### src/design/kto_map.svh
// offsets, reset values and timing counts of the keypad menu controller
`ifndef KTO_MAP_SVH
`define KTO_MAP_SVH
`define KTO_CLK_HZ 10000000
`define KTO_TICK_MS 1
`define KTO_TICK_CYC (`KTO_CLK_HZ / 1000 * `KTO_TICK_MS)
`define KTO_LONG_MS 2000
`define KTO_BLINK_MS 2000
`define KTO_ON_LONG_MS 1900
`define KTO_ON_SHORT_MS 100
`define KTO_ERASE_ON_MS 1000
`define KTO_HBLINK_MS 150
`define KTO_HOLD2_MS 10
`define KTO_HOLD3_MS 1000
`define KTO_CTRL_OFS 12'h000
`define KTO_STATUS_OFS 12'h004
`define KTO_TOL_OFS 12'h008
`define KTO_NOMATCH_RST 8'hff
`define KTO_TOL_RST 3'h3
`define KTO_HOLD_RST 2'h1
`define KTO_SPH1 8'h03
`define KTO_SPH2 8'h05
`define KTO_SPH3 8'h0a
`define KTO_SPH4 8'h14
`define KTO_SPH5 8'h28
`define KTO_SPH6 8'h3c
`define KTO_SPH7 8'h50
`define KTO_SPH8 8'h78
`endif

### src/design/kto_pkg.sv
// types of the keypad menu controller
package kto_pkg;
    typedef enum logic [4:0] {
        KTO_RUN = 5'b00001,
        KTO_TEACH = 5'b00010,
        KTO_TOL = 5'b00100,
        KTO_ERASE = 5'b01000,
        KTO_OPTS = 5'b10000
    } kto_state_t;
    typedef enum logic [1:0] {
        KTO_ROLE_NONE = 2'h0,
        KTO_ROLE_GATE = 2'h1,
        KTO_ROLE_TEACH = 2'h2
    } kto_role_t;
    typedef struct packed {
        logic right;
        logic left;
        logic settings;
        logic margin;
        logic clear;
        logic cancel;
        logic confirm;
        logic learn;
    } kto_keys_t;
    typedef struct packed {
        kto_role_t role;
        logic [1:0] hold;
        logic multi;
        logic [1:0] prof;
    } kto_cfg_t;
    typedef struct packed {
        kto_state_t st;
        logic [7:0] key_s1;
        logic [7:0] key_s2;
        logic [7:0] deb;
        logic sw_s1;
        logic sw_s2;
        logic sw_prev;
        logic [13:0] tick_cnt;
        logic tick;
        logic act;
        logic [2:0] act_key;
        logic [10:0] press;
        logic long_done;
        logic [2:0] sel;
        logic [1:0] ogrp;
        kto_cfg_t cfg;
        kto_cfg_t cfg_sh;
        logic [23:0] margin_key;
        logic [23:0] tol_sh;
        logic [10:0] ph;
        logic [10:0] hold_cnt;
        logic [7:0] hsub;
        logic [2:0] hslot;
        logic [7:0] res;
        logic [7:0] nomatch;
        logic [7:0] led;
        logic [7:0] limit;
        logic commit;
        logic discard;
        logic erase;
        logic teach_req;
        logic [31:0] rdata;
        logic ready;
        logic slverr;
    } kto_regs_t;
endpackage

### src/design/kto_menu.sv
// keypad teach, tolerance and options menu controller with apb status access
`timescale 1ns/1ps
`include "kto_map.svh"
module kto_menu import kto_pkg::*; #(
    parameter int TICK_CYC = `KTO_TICK_CYC
) (
    input wire logic pclk,
    input wire logic presetn,
    input wire logic psel,
    input wire logic penable,
    input wire logic pwrite,
    input wire logic [11:0] paddr,
    input wire logic [31:0] pwdata,
    output logic [31:0] prdata,
    output logic pready,
    output logic pslverr,
    input wire kto_keys_t keys,
    input wire logic switching_input_zero,
    input wire logic match_valid,
    input wire logic [2:0] match_group,
    output logic [7:0] out_led,
    output logic [7:0] sphere_limit,
    output logic commit_pulse,
    output logic discard_pulse,
    output logic erase_pulse,
    output logic teach_req,
    output logic [2:0] teach_group,
    output kto_cfg_t cfg_active,
    output logic [23:0] tol_stages
);
    localparam kto_cfg_t CFG_RST = '{role: KTO_ROLE_NONE, hold: `KTO_HOLD_RST, multi: 1'b0, prof: 2'h0};
    localparam kto_regs_t RST = '{st: KTO_RUN, nomatch: `KTO_NOMATCH_RST, margin_key: {8{`KTO_TOL_RST}},
        tol_sh: {8{`KTO_TOL_RST}}, cfg: CFG_RST, cfg_sh: CFG_RST, default: '0};

    kto_regs_t q;
    kto_regs_t n;
    kto_keys_t sh_ev;
    kto_keys_t lg_ev;
    logic [2:0] stage_w;
    logic sw_rise;
    logic [7:0] live;

    // sphere limit in tenths of delta e for a stage code 0..7
    function automatic logic [7:0] sphere_of(input logic [2:0] s);
        case (s)
            3'h0: sphere_of = `KTO_SPH1;
            3'h1: sphere_of = `KTO_SPH2;
            3'h2: sphere_of = `KTO_SPH3;
            3'h3: sphere_of = `KTO_SPH4;
            3'h4: sphere_of = `KTO_SPH5;
            3'h5: sphere_of = `KTO_SPH6;
            3'h6: sphere_of = `KTO_SPH7;
            default: sphere_of = `KTO_SPH8;
        endcase
    endfunction

    // on/off blink of an option indicator
    function automatic logic on_pat(input logic on, input logic [10:0] ph);
        on_pat = on ? (ph < 11'(`KTO_ON_LONG_MS)) : (ph < 11'(`KTO_ON_SHORT_MS));
    endfunction

    // hold time in ms per stage
    function automatic logic [10:0] hold_ms(input logic [1:0] h);
        case (h)
            2'h2: hold_ms = 11'(`KTO_HOLD2_MS);
            2'h3: hold_ms = 11'(`KTO_HOLD3_MS);
            default: hold_ms = 11'h000;
        endcase
    endfunction

    // helper views of the current state
    assign stage_w = q.tol_sh[q.sel * 3 +: 3];
    assign sw_rise = q.sw_s2 && !q.sw_prev;
    assign live = match_valid ? (8'h01 << match_group) : q.nomatch;

    // next-state logic of the whole block
    always_comb begin
        n = q;
        sh_ev = '0;
        lg_ev = '0;
        n.key_s1 = keys;
        n.key_s2 = q.key_s1;
        n.sw_s1 = switching_input_zero;
        n.sw_s2 = q.sw_s1;
        n.sw_prev = q.sw_s2;
        n.commit = 1'b0;
        n.discard = 1'b0;
        n.erase = 1'b0;
        // millisecond enable
        n.tick = (q.tick_cnt == 14'(TICK_CYC - 1));
        n.tick_cnt = n.tick ? 14'h0000 : q.tick_cnt + 14'h0001;
        if (q.tick) begin
            n.deb = q.key_s2; // keys sampled once per ms
            n.ph = (q.ph == 11'(`KTO_BLINK_MS - 1)) ? 11'h000 : q.ph + 11'h001;
            if (q.hsub == 8'(`KTO_HBLINK_MS - 1)) begin
                n.hsub = 8'h00;
                n.hslot = q.hslot + 3'h1; // eight 150 ms slots make 1200 ms
            end else begin
                n.hsub = q.hsub + 8'h01;
            end
            // one key timed at a time
            if (q.act) begin
                if (!q.deb[q.act_key]) begin
                    n.act = 1'b0;
                    sh_ev[q.act_key] = !q.long_done; // release before 2 s is short
                end else if (!q.long_done) begin
                    n.press = q.press + 11'h001;
                    if (q.press == 11'(`KTO_LONG_MS - 1)) begin
                        lg_ev[q.act_key] = 1'b1; // long fires while still held
                        n.long_done = 1'b1;
                    end
                end
            end else if (q.deb != 8'h00) begin
                n.act = 1'b1;
                n.press = 11'h000;
                n.long_done = 1'b0;
                for (int i = 7; i >= 0; i--) begin
                    if (q.deb[i]) begin
                        n.act_key = 3'(i);
                    end
                end
            end
        end
        // result shown on the switching outputs
        if (q.cfg.role == KTO_ROLE_GATE) begin
            if (sw_rise) begin
                n.res = live; // evaluate only on rising edge
            end
        end else if (match_valid) begin
            n.res = live; // detected group
            n.hold_cnt = hold_ms(q.cfg.hold); // one hold for all outputs
        end else if (q.hold_cnt != 11'h000) begin
            if (q.tick) begin
                n.hold_cnt = q.hold_cnt - 11'h001;
            end
        end else begin
            n.res = q.nomatch; // no-match pattern
        end
        // menu sequencing
        case (q.st)
            KTO_RUN: begin
                if (lg_ev.learn) begin
                    n.st = KTO_TEACH;
                    n.sel = 3'h0;
                    n.tol_sh = q.margin_key;
                end else if (lg_ev.clear) begin
                    n.st = KTO_ERASE;
                end else if (lg_ev.settings) begin
                    n.st = KTO_OPTS; // opens on the live configuration
                    n.cfg_sh = q.cfg;
                    n.ogrp = 2'h0;
                end
            end
            KTO_TEACH: begin
                if (sh_ev.right) begin
                    n.sel = q.sel + 3'h1;
                end else if (sh_ev.left) begin
                    n.sel = q.sel - 3'h1;
                end else if (sh_ev.margin) begin
                    n.st = KTO_TOL;
                end else if (lg_ev.confirm) begin
                    n.margin_key = q.tol_sh;
                    n.commit = 1'b1;
                    n.st = KTO_RUN;
                end else if (lg_ev.cancel) begin
                    n.discard = 1'b1;
                    n.st = KTO_RUN;
                end
            end
            KTO_TOL: begin
                if (sh_ev.right && stage_w != 3'h7) begin
                    n.tol_sh[q.sel * 3 +: 3] = stage_w + 3'h1; // per-group stage
                end else if (sh_ev.left && stage_w != 3'h0) begin
                    n.tol_sh[q.sel * 3 +: 3] = stage_w - 3'h1;
                end else if (sh_ev.learn) begin
                    n.st = KTO_TEACH;
                end
            end
            KTO_ERASE: begin
                if (lg_ev.confirm) begin
                    n.erase = 1'b1;
                    n.res = q.nomatch;
                    n.st = KTO_RUN;
                end else if (lg_ev.cancel) begin
                    n.st = KTO_RUN; // display follows detection again
                end
            end
            KTO_OPTS: begin
                if (sh_ev.right) begin
                    n.ogrp = q.ogrp + 2'h1;
                end else if (sh_ev.left) begin
                    n.ogrp = q.ogrp - 2'h1;
                end else if (sh_ev.learn) begin
                    // step the selected group
                    case (q.ogrp)
                        2'h0: begin
                            case (q.cfg_sh.role)
                                KTO_ROLE_NONE: n.cfg_sh.role = KTO_ROLE_GATE;
                                KTO_ROLE_GATE: n.cfg_sh.role = KTO_ROLE_TEACH;
                                default: n.cfg_sh.role = KTO_ROLE_NONE;
                            endcase
                        end
                        2'h1: n.cfg_sh.hold = (q.cfg_sh.hold == 2'h3) ? 2'h1 : q.cfg_sh.hold + 2'h1;
                        2'h2: n.cfg_sh.multi = !q.cfg_sh.multi;
                        default: n.cfg_sh.prof = q.cfg_sh.prof + 2'h1;
                    endcase
                end else if (lg_ev.confirm) begin
                    n.cfg = q.cfg_sh;
                    n.st = KTO_RUN;
                end else if (lg_ev.cancel) begin
                    n.st = KTO_RUN; // shadow dropped
                end
            end
            default: n.st = KTO_RUN;
        endcase
        // led display
        case (q.st)
            KTO_TEACH: n.led = 8'h01 << q.sel;
            KTO_TOL: n.led = 8'h01 << stage_w;
            KTO_ERASE: n.led = {8{q.ph < 11'(`KTO_ERASE_ON_MS)}};
            KTO_OPTS: begin
                n.led = 8'h00;
                case (q.ogrp)
                    2'h0: begin
                        n.led[0] = on_pat(q.cfg_sh.role == KTO_ROLE_GATE, q.ph);
                        n.led[1] = on_pat(q.cfg_sh.role == KTO_ROLE_TEACH, q.ph);
                    end
                    2'h1: n.led[2] = !q.hslot[0] && (q.hslot[2:1] < q.cfg_sh.hold);
                    2'h2: n.led[3] = on_pat(q.cfg_sh.multi, q.ph);
                    default: begin
                        for (int k = 0; k < 4; k++) begin
                            n.led[4 + k] = on_pat(q.cfg_sh.prof == 2'(k), q.ph);
                        end
                    end
                endcase
            end
            default: n.led = q.res;
        endcase
        // level teach request and tolerance limit
        n.teach_req = (q.st == KTO_RUN) && (q.cfg.role == KTO_ROLE_TEACH) && q.sw_s2;
        n.limit = sphere_of(q.margin_key[match_group * 3 +: 3]);
        // apb slave: answer set up in setup phase, zero wait access
        n.ready = 1'b0;
        n.slverr = 1'b0;
        if (psel && !penable && !q.ready) begin
            n.ready = 1'b1;
            case (paddr)
                `KTO_CTRL_OFS: n.rdata = {24'h000000, q.nomatch};
                `KTO_STATUS_OFS: n.rdata = {15'h0000, q.cfg, q.ogrp, q.sel, q.st};
                `KTO_TOL_OFS: n.rdata = {8'h00, q.margin_key};
                default: begin
                    n.rdata = 32'h00000000;
                    n.slverr = 1'b1;
                end
            endcase
        end
        if (psel && penable && q.ready && pwrite && paddr == `KTO_CTRL_OFS) begin
            n.nomatch = pwdata[7:0];
        end
    end

    // state register
    always_ff @(posedge pclk or negedge presetn) begin
        if (!presetn) begin
            q <= RST;
        end else begin
            q <= n;
        end
    end

    // outputs straight from flops
    assign prdata = q.rdata;
    assign pready = q.ready;
    assign pslverr = q.slverr;
    assign out_led = q.led;
    assign sphere_limit = q.limit;
    assign commit_pulse = q.commit;
    assign discard_pulse = q.discard;
    assign erase_pulse = q.erase;
    assign teach_req = q.teach_req;
    assign teach_group = q.sel;
    assign cfg_active = q.cfg;
    assign tol_stages = q.margin_key;
endmodule

### config.mk
export PLATFORM = sky130hd
export DESIGN_NAME = kto_menu
export DESIGN_NICKNAME = d
export VERILOG_FILES = /design/src/design/kto_pkg.sv /design/src/design/kto_menu.sv
export VERILOG_INCLUDE_DIRS = /design/src /design/src/design
export SDC_FILE = /design/constraint.sdc
export NUM_CORES = 1
export LEC_CHECK = 0
export ABC_CLOCK_PERIOD_IN_PS = 4600
export BUFFER_PORTS_ARGS = -buffer_cell sky130_fd_sc_hd__buf_2
export CAP_MARGIN = 20
export CORE_MARGIN = 5
export CORE_UTILIZATION = 55
export CTS_CLUSTER_DIAMETER = 60
export CTS_CLUSTER_SIZE = 25
export DETAILED_ROUTE_END_ITERATION = 10
export GPL_TIMING_DRIVEN = 1
export PLACE_DENSITY = 0.86
export SLEW_MARGIN = 25
export SYNTH_ARGS = -nofsm -noshare
export SYNTH_HDL_FRONTEND = slang
export SYNTH_SLANG_ARGS = --single-unit
### constraint.sdc
create_clock -name pclk -period 4.6 [get_ports pclk]
set_input_delay 0.92 -clock pclk [delete_from_list [all_inputs] [get_ports pclk]]
set_output_delay 0.92 -clock pclk [all_outputs]
set_load 0.01 [all_outputs]
== After elaboration in Yosys (flattened, before gate mapping) ==
Cells that the tools add are included.

* Add/sub/neg operators: 15
* $mul: 2
* Order comparisons: 6
* Eq/ne operators: 53
* Shift operators: 8
* Muxes and demuxes: 109
* Bitwise logic cells: 7
* Reductions and logical operators: 50

{| class="wikitable"
|+ Operators by type and width
! cell !! count
|-
| $mux W8 || 11
|-
| $mux W24 || 3
|-
| $pmux W24 S3 || 1
|-
| $mux W5 || 14
|-
| $shiftx A3 B34 Y24 || 2
|-
| $pmux W7 S7 || 1
|-
| $bwmux W24 || 2
|-
| $pmux W24 S2 || 1
|-
| $shiftx A24 B6 Y3 || 2
|-
| $mux W11 || 4
|-
| $mux W7 || 6
|-
| $mux W12 || 3
|-
| $ne A2 B2 Y1 const B || 18
|-
| $neg A5 Y34 || 1
|-
| $shift A3 B34 Y24 const A || 1
|-
| $mux W3 || 11
|-
| $pmux W8 S4 || 1
|-
| $reduce_and A8 Y1 || 4
|-
| $mux W2 || 15
|-
| $mux W6 || 5
|-
| $pmux W5 S5 || 1
|-
| $shl A1 B3 Y8 const A || 3
|-
| $add A11 B1 Y11 const B || 2
|-
| $eq A11 B11 Y1 const B || 2
|-
| 58 further kinds || 136
|}

* Bits in registers: 225
* Bits of input ports: 62
* Word-level logic and storage cells: 290

== Longest topological paths before layout ==
* Depth after elaboration: 15
* Gate-level depth with buffers: 12

== Least setup slack after synthesis ==
OpenSTA, ideal clock, no wires.

* Path kind: flip-flop to flip-flop
* Start point: register q, in the netlist teach_group[0]
* End point: register q[123] (netlist name)
* Library setup time: 0.125 ns
* Data arrival time: 3.170 ns
* Path slack: 1.305 ns
* Cell stages (with the launch flop): 13
* Path buffers: 2
* Cells stage by stage: dfrtp_1 -> buf_4 -> mux4_2 -> mux2i_1 -> inv_1 -> ha_1 -> ha_1 -> o32ai_1 -> o2111a_1 -> a31oi_2 -> buf_4 -> nor2_1 -> mux2_2

* Cells in the longest elaborated chain, start to end: 8
* Elaborated cells on any way between the ends: 19

{| class="wikitable"
|+ Ends and longest elaborated chain
! what !! line !! source
|-
| from (decl) || kto_menu.sv:35 || <nowiki>kto_regs_t q;</nowiki>
|-
| from (signal assigned) || kto_menu.sv:267 || <nowiki>q <= n;</nowiki>
|-
| $mul A3 B2 Y5 (*) || kto_menu.sv:72, kto_menu.sv:172, kto_menu.sv:174 ||
|-
| $shiftx A24 B6 Y3 || kto_menu.sv:72 || <nowiki>assign stage_w = q.tol_sh[q.sel * 3 +: 3];</nowiki>
|-
| $sub A3 B1 Y3 || kto_menu.sv:174 || <nowiki>n.tol_sh[q.sel * 3 +: 3] = stage_w - 3'h1;</nowiki>
|-
| $shiftx A3 B34 Y24 || kto_menu.sv:174 ||
|-
| $bwmux W24 || kto_menu.sv:174 ||
|-
| $mux W24 || kto_menu.sv:173 || <nowiki>end else if (sh_ev.left && stage_w != 3'h0) begin</nowiki>
|-
| $mux W24 || kto_menu.sv:171 || <nowiki>if (sh_ev.right && stage_w != 3'h7) begin</nowiki>
|-
| $pmux W24 S2 || kto_menu.sv:140 || <nowiki>case (q.st)</nowiki>
|}

Mark *: on every way between the ends. The rest lies on a longest branch, timed or not. The select of a mux whose other input is x is not followed.
A chain may end at the register's enable or synchronous reset.

== Final worst setup path ==
* Start point: register q, in the netlist teach_group[0]
* End point: register q[111] (netlist name)

The elaborated chain is that of the path after synthesis.

==> flow_summary.html <==
<table>
<tr><th>Metric</th><th>Value</th></tr>
<tr><th colspan="2">Die</th></tr>
<tr><td>Die Width</td><td>~160 um</td></tr>
<tr><td>Die area</td><td>between 20000 and 30000 sq um</td></tr>
<tr><td>Placeable core region</td><td>~22000 sq um</td></tr>
<tr><td>Die Span Y</td><td>between 150 and 200 um</td></tr>
<tr><td>Number of rows created at floorplan</td><td>between 50 and 60</td></tr>
<tr><td>Total I/O pin count</td><td>150</td></tr>
<tr><td>Initial Util</td><td>0.560</td></tr>
<tr><th colspan="2">Worst setup path</th></tr>
<tr><td>Worst Setup Path Type</td><td>register to register</td></tr>
<tr><td>Endpoint class of the critical path</td><td>register</td></tr>
<tr><td>Crit Path Max Fanout</td><td>15</td></tr>
<tr><td>Data arrival time of the critical path</td><td>4230 ps</td></tr>
<tr><td>Kind of start point of the critical path</td><td>register</td></tr>
<tr><td>Worst EP required</td><td>between 4000 and 5000 ps</td></tr>
<tr><th colspan="2">STA</th></tr>
<tr><td>Max-slew violation count</td><td>0</td></tr>
<tr><td>Number of hold-slack violations in the final timing report</td><td>0</td></tr>
<tr><td>Clk_skew</td><td>roughly 25 ps</td></tr>
<tr><td>Remaining max-slew budget at the tightest pin</td><td>0.393</td></tr>
<tr><td>TNS Setup</td><td>0 ps</td></tr>
<tr><td>Tightest Pin Transition</td><td>904 ps</td></tr>
<tr><td>Final critical-path share of the clock period</td><td>0.835</td></tr>
<tr><td>Unrepaired setup endpoints after global routing</td><td>no</td></tr>
<tr><td>Clock period minus worst slack</td><td>about 3800 ps</td></tr>
<tr><td>Final number of setup-violating endpoints</td><td>0</td></tr>
<tr><td>Maximum operating frequency</td><td>about 260 MHz</td></tr>
<tr><th colspan="2">Yosys</th></tr>
<tr><td>Prevailing post-synth register cell</td><td>dfrtp_1</td></tr>
<tr><td>Number of distinct library cells after synthesis</td><td>72</td></tr>
<tr><td>Post-Synthesis Mean Instance Area</td><td>9.86 sq um</td></tr>
<tr><td>Yosys warns</td><td>0</td></tr>
<tr><td>Syn Inst Count</td><td>1239</td></tr>
<tr><td>Dominant combinational cell family by area after synthesis</td><td>simple AND/OR/NAND/NOR gates</td></tr>
<tr><td>Mux share of post-synthesis cell area</td><td>0.117</td></tr>
<tr><td>Post-synth top area share</td><td>0.371</td></tr>
<tr><td>Register bit count reported by yosys</td><td>about 220</td></tr>
<tr><td>Compound-Gate Fraction of Synth Area</td><td>0.122</td></tr>
<tr><td>Sequential cell area fraction in the yosys report</td><td>0.463</td></tr>
<tr><td>Post-synthesis instance area</td><td>between 10000 and 15000 sq um</td></tr>
<tr><td>Main area contributors after synthesis</td><td>dfrtp_1 (37%), dfstp_2 (9.3%), buf_4 (5.2%), o21ai_0 (4.4%), mux2_2 (4.2%)</td></tr>
<tr><td>Basic-gate share of the synthesized area counting and, or, nand and nor cells</td><td>0.163</td></tr>
<tr><td>Most frequent cell after synthesis</td><td>dfrtp_1</td></tr>
<tr><td>Post-synth top cells</td><td>dfrtp_1 (181), nand2_1 (134), nor2_1 (128)</td></tr>
<tr><td>Adder and majority cell fraction of the synthesized area</td><td>0.0273</td></tr>
<tr><td>Number of enable-type register cells in the synthesized netlist</td><td>0</td></tr>
<tr><td>Cell type with the largest total area after synthesis</td><td>dfrtp_1</td></tr>
<tr><td>Synth Area in XOR/XNOR</td><td>0.0294</td></tr>
<tr><td>Share of async-settable or async-resettable flops after synthesis</td><td>1.00</td></tr>
<tr><th colspan="2">Clock tree</th></tr>
<tr><td>Number of clock sinks</td><td>approximately 220</td></tr>
<tr><td>Post-cts hold buffer count</td><td>0</td></tr>
<tr><td>Clock latency reported for the late side of the worst-skew pair</td><td>slightly above 500 ps</td></tr>
<tr><td>Total of cells resized after clock tree synthesis</td><td>0</td></tr>
<tr><td>Root buffer cell</td><td>clkbuf_16</td></tr>
<tr><td>Clock edge transition at the registers on the reported setup and hold paths</td><td>80 ps</td></tr>
<tr><td>TritonCTS clock tree</td><td>yes</td></tr>
<tr><td>Number of clock buffers inserted by TritonCTS</td><td>17</td></tr>
<tr><td>Buffer levels on the longest clock path</td><td>3</td></tr>
<tr><td>Total setup buffers inserted after CTS</td><td>0</td></tr>
<tr><td>Max H-tree Level</td><td>1</td></tr>
<tr><th colspan="2">Global route</th></tr>
<tr><td>Maximum number of pins on one net before global-route repair</td><td>129</td></tr>
<tr><td>Global-route usage over all layers</td><td>0.228</td></tr>
<tr><td>Overflow left after global routing</td><td>0</td></tr>
<tr><td>Wire length of the first global-routing pass</td><td>about 49000 um</td></tr>
<tr><td>Via count of the first global-routing pass</td><td>roughly 9500</td></tr>
<tr><td>Initial antenna violation count</td><td>0</td></tr>
<tr><th colspan="2">Detailed routing</th></tr>
<tr><td>Total vias in the final route</td><td>9512</td></tr>
<tr><td>Detailed-route DRC error count</td><td>0</td></tr>
<tr><td>Final wirelength</td><td>about 29000 um</td></tr>
<tr><td>Mean number of vias per cell</td><td>~6</td></tr>
<tr><td>WL/cell</td><td>around 19 um</td></tr>
<tr><td>Number of detailed-routing iterations run before antenna repair</td><td>5</td></tr>
<tr><td>Count of routing violations after the opening detailed-route iteration</td><td>892</td></tr>
<tr><td>Count of nets left with antenna violations after detail routing</td><td>0</td></tr>
<tr><th colspan="2">Placed design</th></tr>
<tr><td>Final RePlAce weighted congestion</td><td>0.932</td></tr>
<tr><td>Detailed placement HPWL</td><td>between 20000 and 25000 um</td></tr>
<tr><td>Placed cell count</td><td>~1500</td></tr>
<tr><td>Port Buf Inserts</td><td>approximately 120</td></tr>
<tr><th colspan="2">Finish</th></tr>
<tr><td>Footprint of the multi-input gates</td><td>5630 sq um</td></tr>
<tr><td>Non-filler cells, final</td><td>1551</td></tr>
<tr><td>Area Growth Syn to Fin</td><td>6.95%</td></tr>
<tr><td>Sequential Area</td><td>between 5000 and 6000 sq um</td></tr>
<tr><td>Share of the core filled with cells</td><td>0.598</td></tr>
<tr><td>Antenna fix cells</td><td>0</td></tr>
<tr><td>Number of nets in the layout</td><td>around 1300</td></tr>
<tr><td>Number of fill cells</td><td>1731</td></tr>
<tr><td>Layout cells sized above 1</td><td>0.219</td></tr>
<tr><th colspan="2">Min path</th></tr>
<tr><td>Worst hold path type</td><td>input port to asynchronous set/reset pin</td></tr>
<tr><th colspan="2">Power and ir drop</th></tr>
<tr><td>Fraction of power spent switching nets</td><td>0.244</td></tr>
<tr><td>Max IR drop VDD</td><td>around 0.20 mV</td></tr>
<tr><td>Relative contribution of combinational cells to total power</td><td>0.040</td></tr>
<tr><td>Standby leakage power</td><td>roughly 6 nW</td></tr>
<tr><td>Internal power of the cells</td><td>approximately 2.8 mW</td></tr>
<tr><td>Proportion of power drawn by flip-flops and latches</td><td>0.534</td></tr>
<tr><td>Switching power of the nets</td><td>a little over 0.9 mW</td></tr>
<tr><td>Power density over the cells</td><td>between 200 and 300 nW/um^2</td></tr>
<tr><td>Part of the total power dissipated in the clock network</td><td>0.426</td></tr>
<tr><th colspan="2">Outcome</th></tr>
<tr><td>Run status</td><td>completed</td></tr>
<tr><th colspan="2">Job</th></tr>
<tr><td>Count of max-cap constraint violations</td><td>0</td></tr>
</table>
[placed cells by master, fill, tap and decap left out, drive strengths merged, types with 10 or more instances in the layout]
cell type    n
mux2        72
clkbuf      17
nor3        26
nor2b       10
dfrtp      181
dfstp       43
xor2        27
and3        12
ha          25
buf        129
o21ai      108
nand4       14
mux4        13
a21oi       50
nand2b      18
nor4        11
xnor2       14
mux2i       29
inv         32
nor2       128
a31oi       17
nand3       32
nand2      134
[per-layer routing]
layer  up-vias  global-route usage  part of all wire
li1       4307                   -                 -
met1      4638               0.306              0.40
met2       480               0.366              0.46
met3        87              0.0432             0.089
met4         0              0.0938             0.045
met5         -                   0                 0
[path summary, 6_finish.rpt]
check,from,end,slack [ps],cells past startpoint
worst min-delay path,presetn,n[219],320,1
min in group pclk,n[202],n[201],350,0
worst max-delay path,teach_group[0],q[111],760,11
worst max register to register,teach_group[0],q[111],760,11
worst min register to register,n[202],n[201],350,0
max in group asynchronous,presetn,tol_stages[19],3120,3
[kinds of logic after synthesis]
group                    after synthesis
AO/OA/AOI/OAI                        248
XOR/XNOR                              41
adder cells (fa/ha/maj)               26
buffers and inverters                162
flip-flops                           224
multiplexers                         114
other                                  1
AND/OR/NAND/NOR                      423
[power by group through the flow]
stage          logic, mW  registers [mW]  clock network (mW)
3_5_place_dp       0.147            2.03                   0
5_1_grt            0.169            2.00                1.70
4_1_cts            0.148            2.00                1.62
6_report           0.150            2.00                1.59
3_3_place_gp       0.144            2.03                   0
2_1_floorplan     0.0807            2.03                   0
[state kept, by name (all words and copies together) (netlist names)]
register       flops
cfg_active         7
q                135
erase_pulse        1
teach_req          1
n                 10
commit_pulse       1
discard_pulse      1
tol_stages        24
sphere_limit       7
teach_group        3
pslverr            1
out_led            8
pready             1
prdata            24
[area by class of cell]
type,count,share of cell area
clock buffers,17,0.0326
repair buffers,129,0.0552
clock inverters,13,0.0133
multi-input cells,861,0.431
flip-flops and latches,224,0.433
well taps,280,0.0268
inverters,27,0.00776
[metrics by stage]
stage | hold WS, ps | cell area [sq um] | power, mW | setup slack, ps
after detailed placement | 335 | 12400 | 2.18 | 831
after CTS | 354 | 13000 | 3.77 | 786
final | 320 | 13100 | 3.74 | 759
after global placement | 334 | 12400 | 2.18 | 984
after global routing | 357 | 13100 | 3.87 | 587
after floorplan | 331 | 12200 | 2.11 | 1310
[worst max-delay path: stages (launching register included)]
cell	delay, ps
dfrtp_1	750
mux4_2	620
mux2i_1	150
buf_4	160
inv_1	160
ha_1	260
ha_1	210
o32ai_1	290
o2111a_1	230
a31oi_2	140
nor2_1	380
mux2_2	380
(Power assumes the default switching activity.)
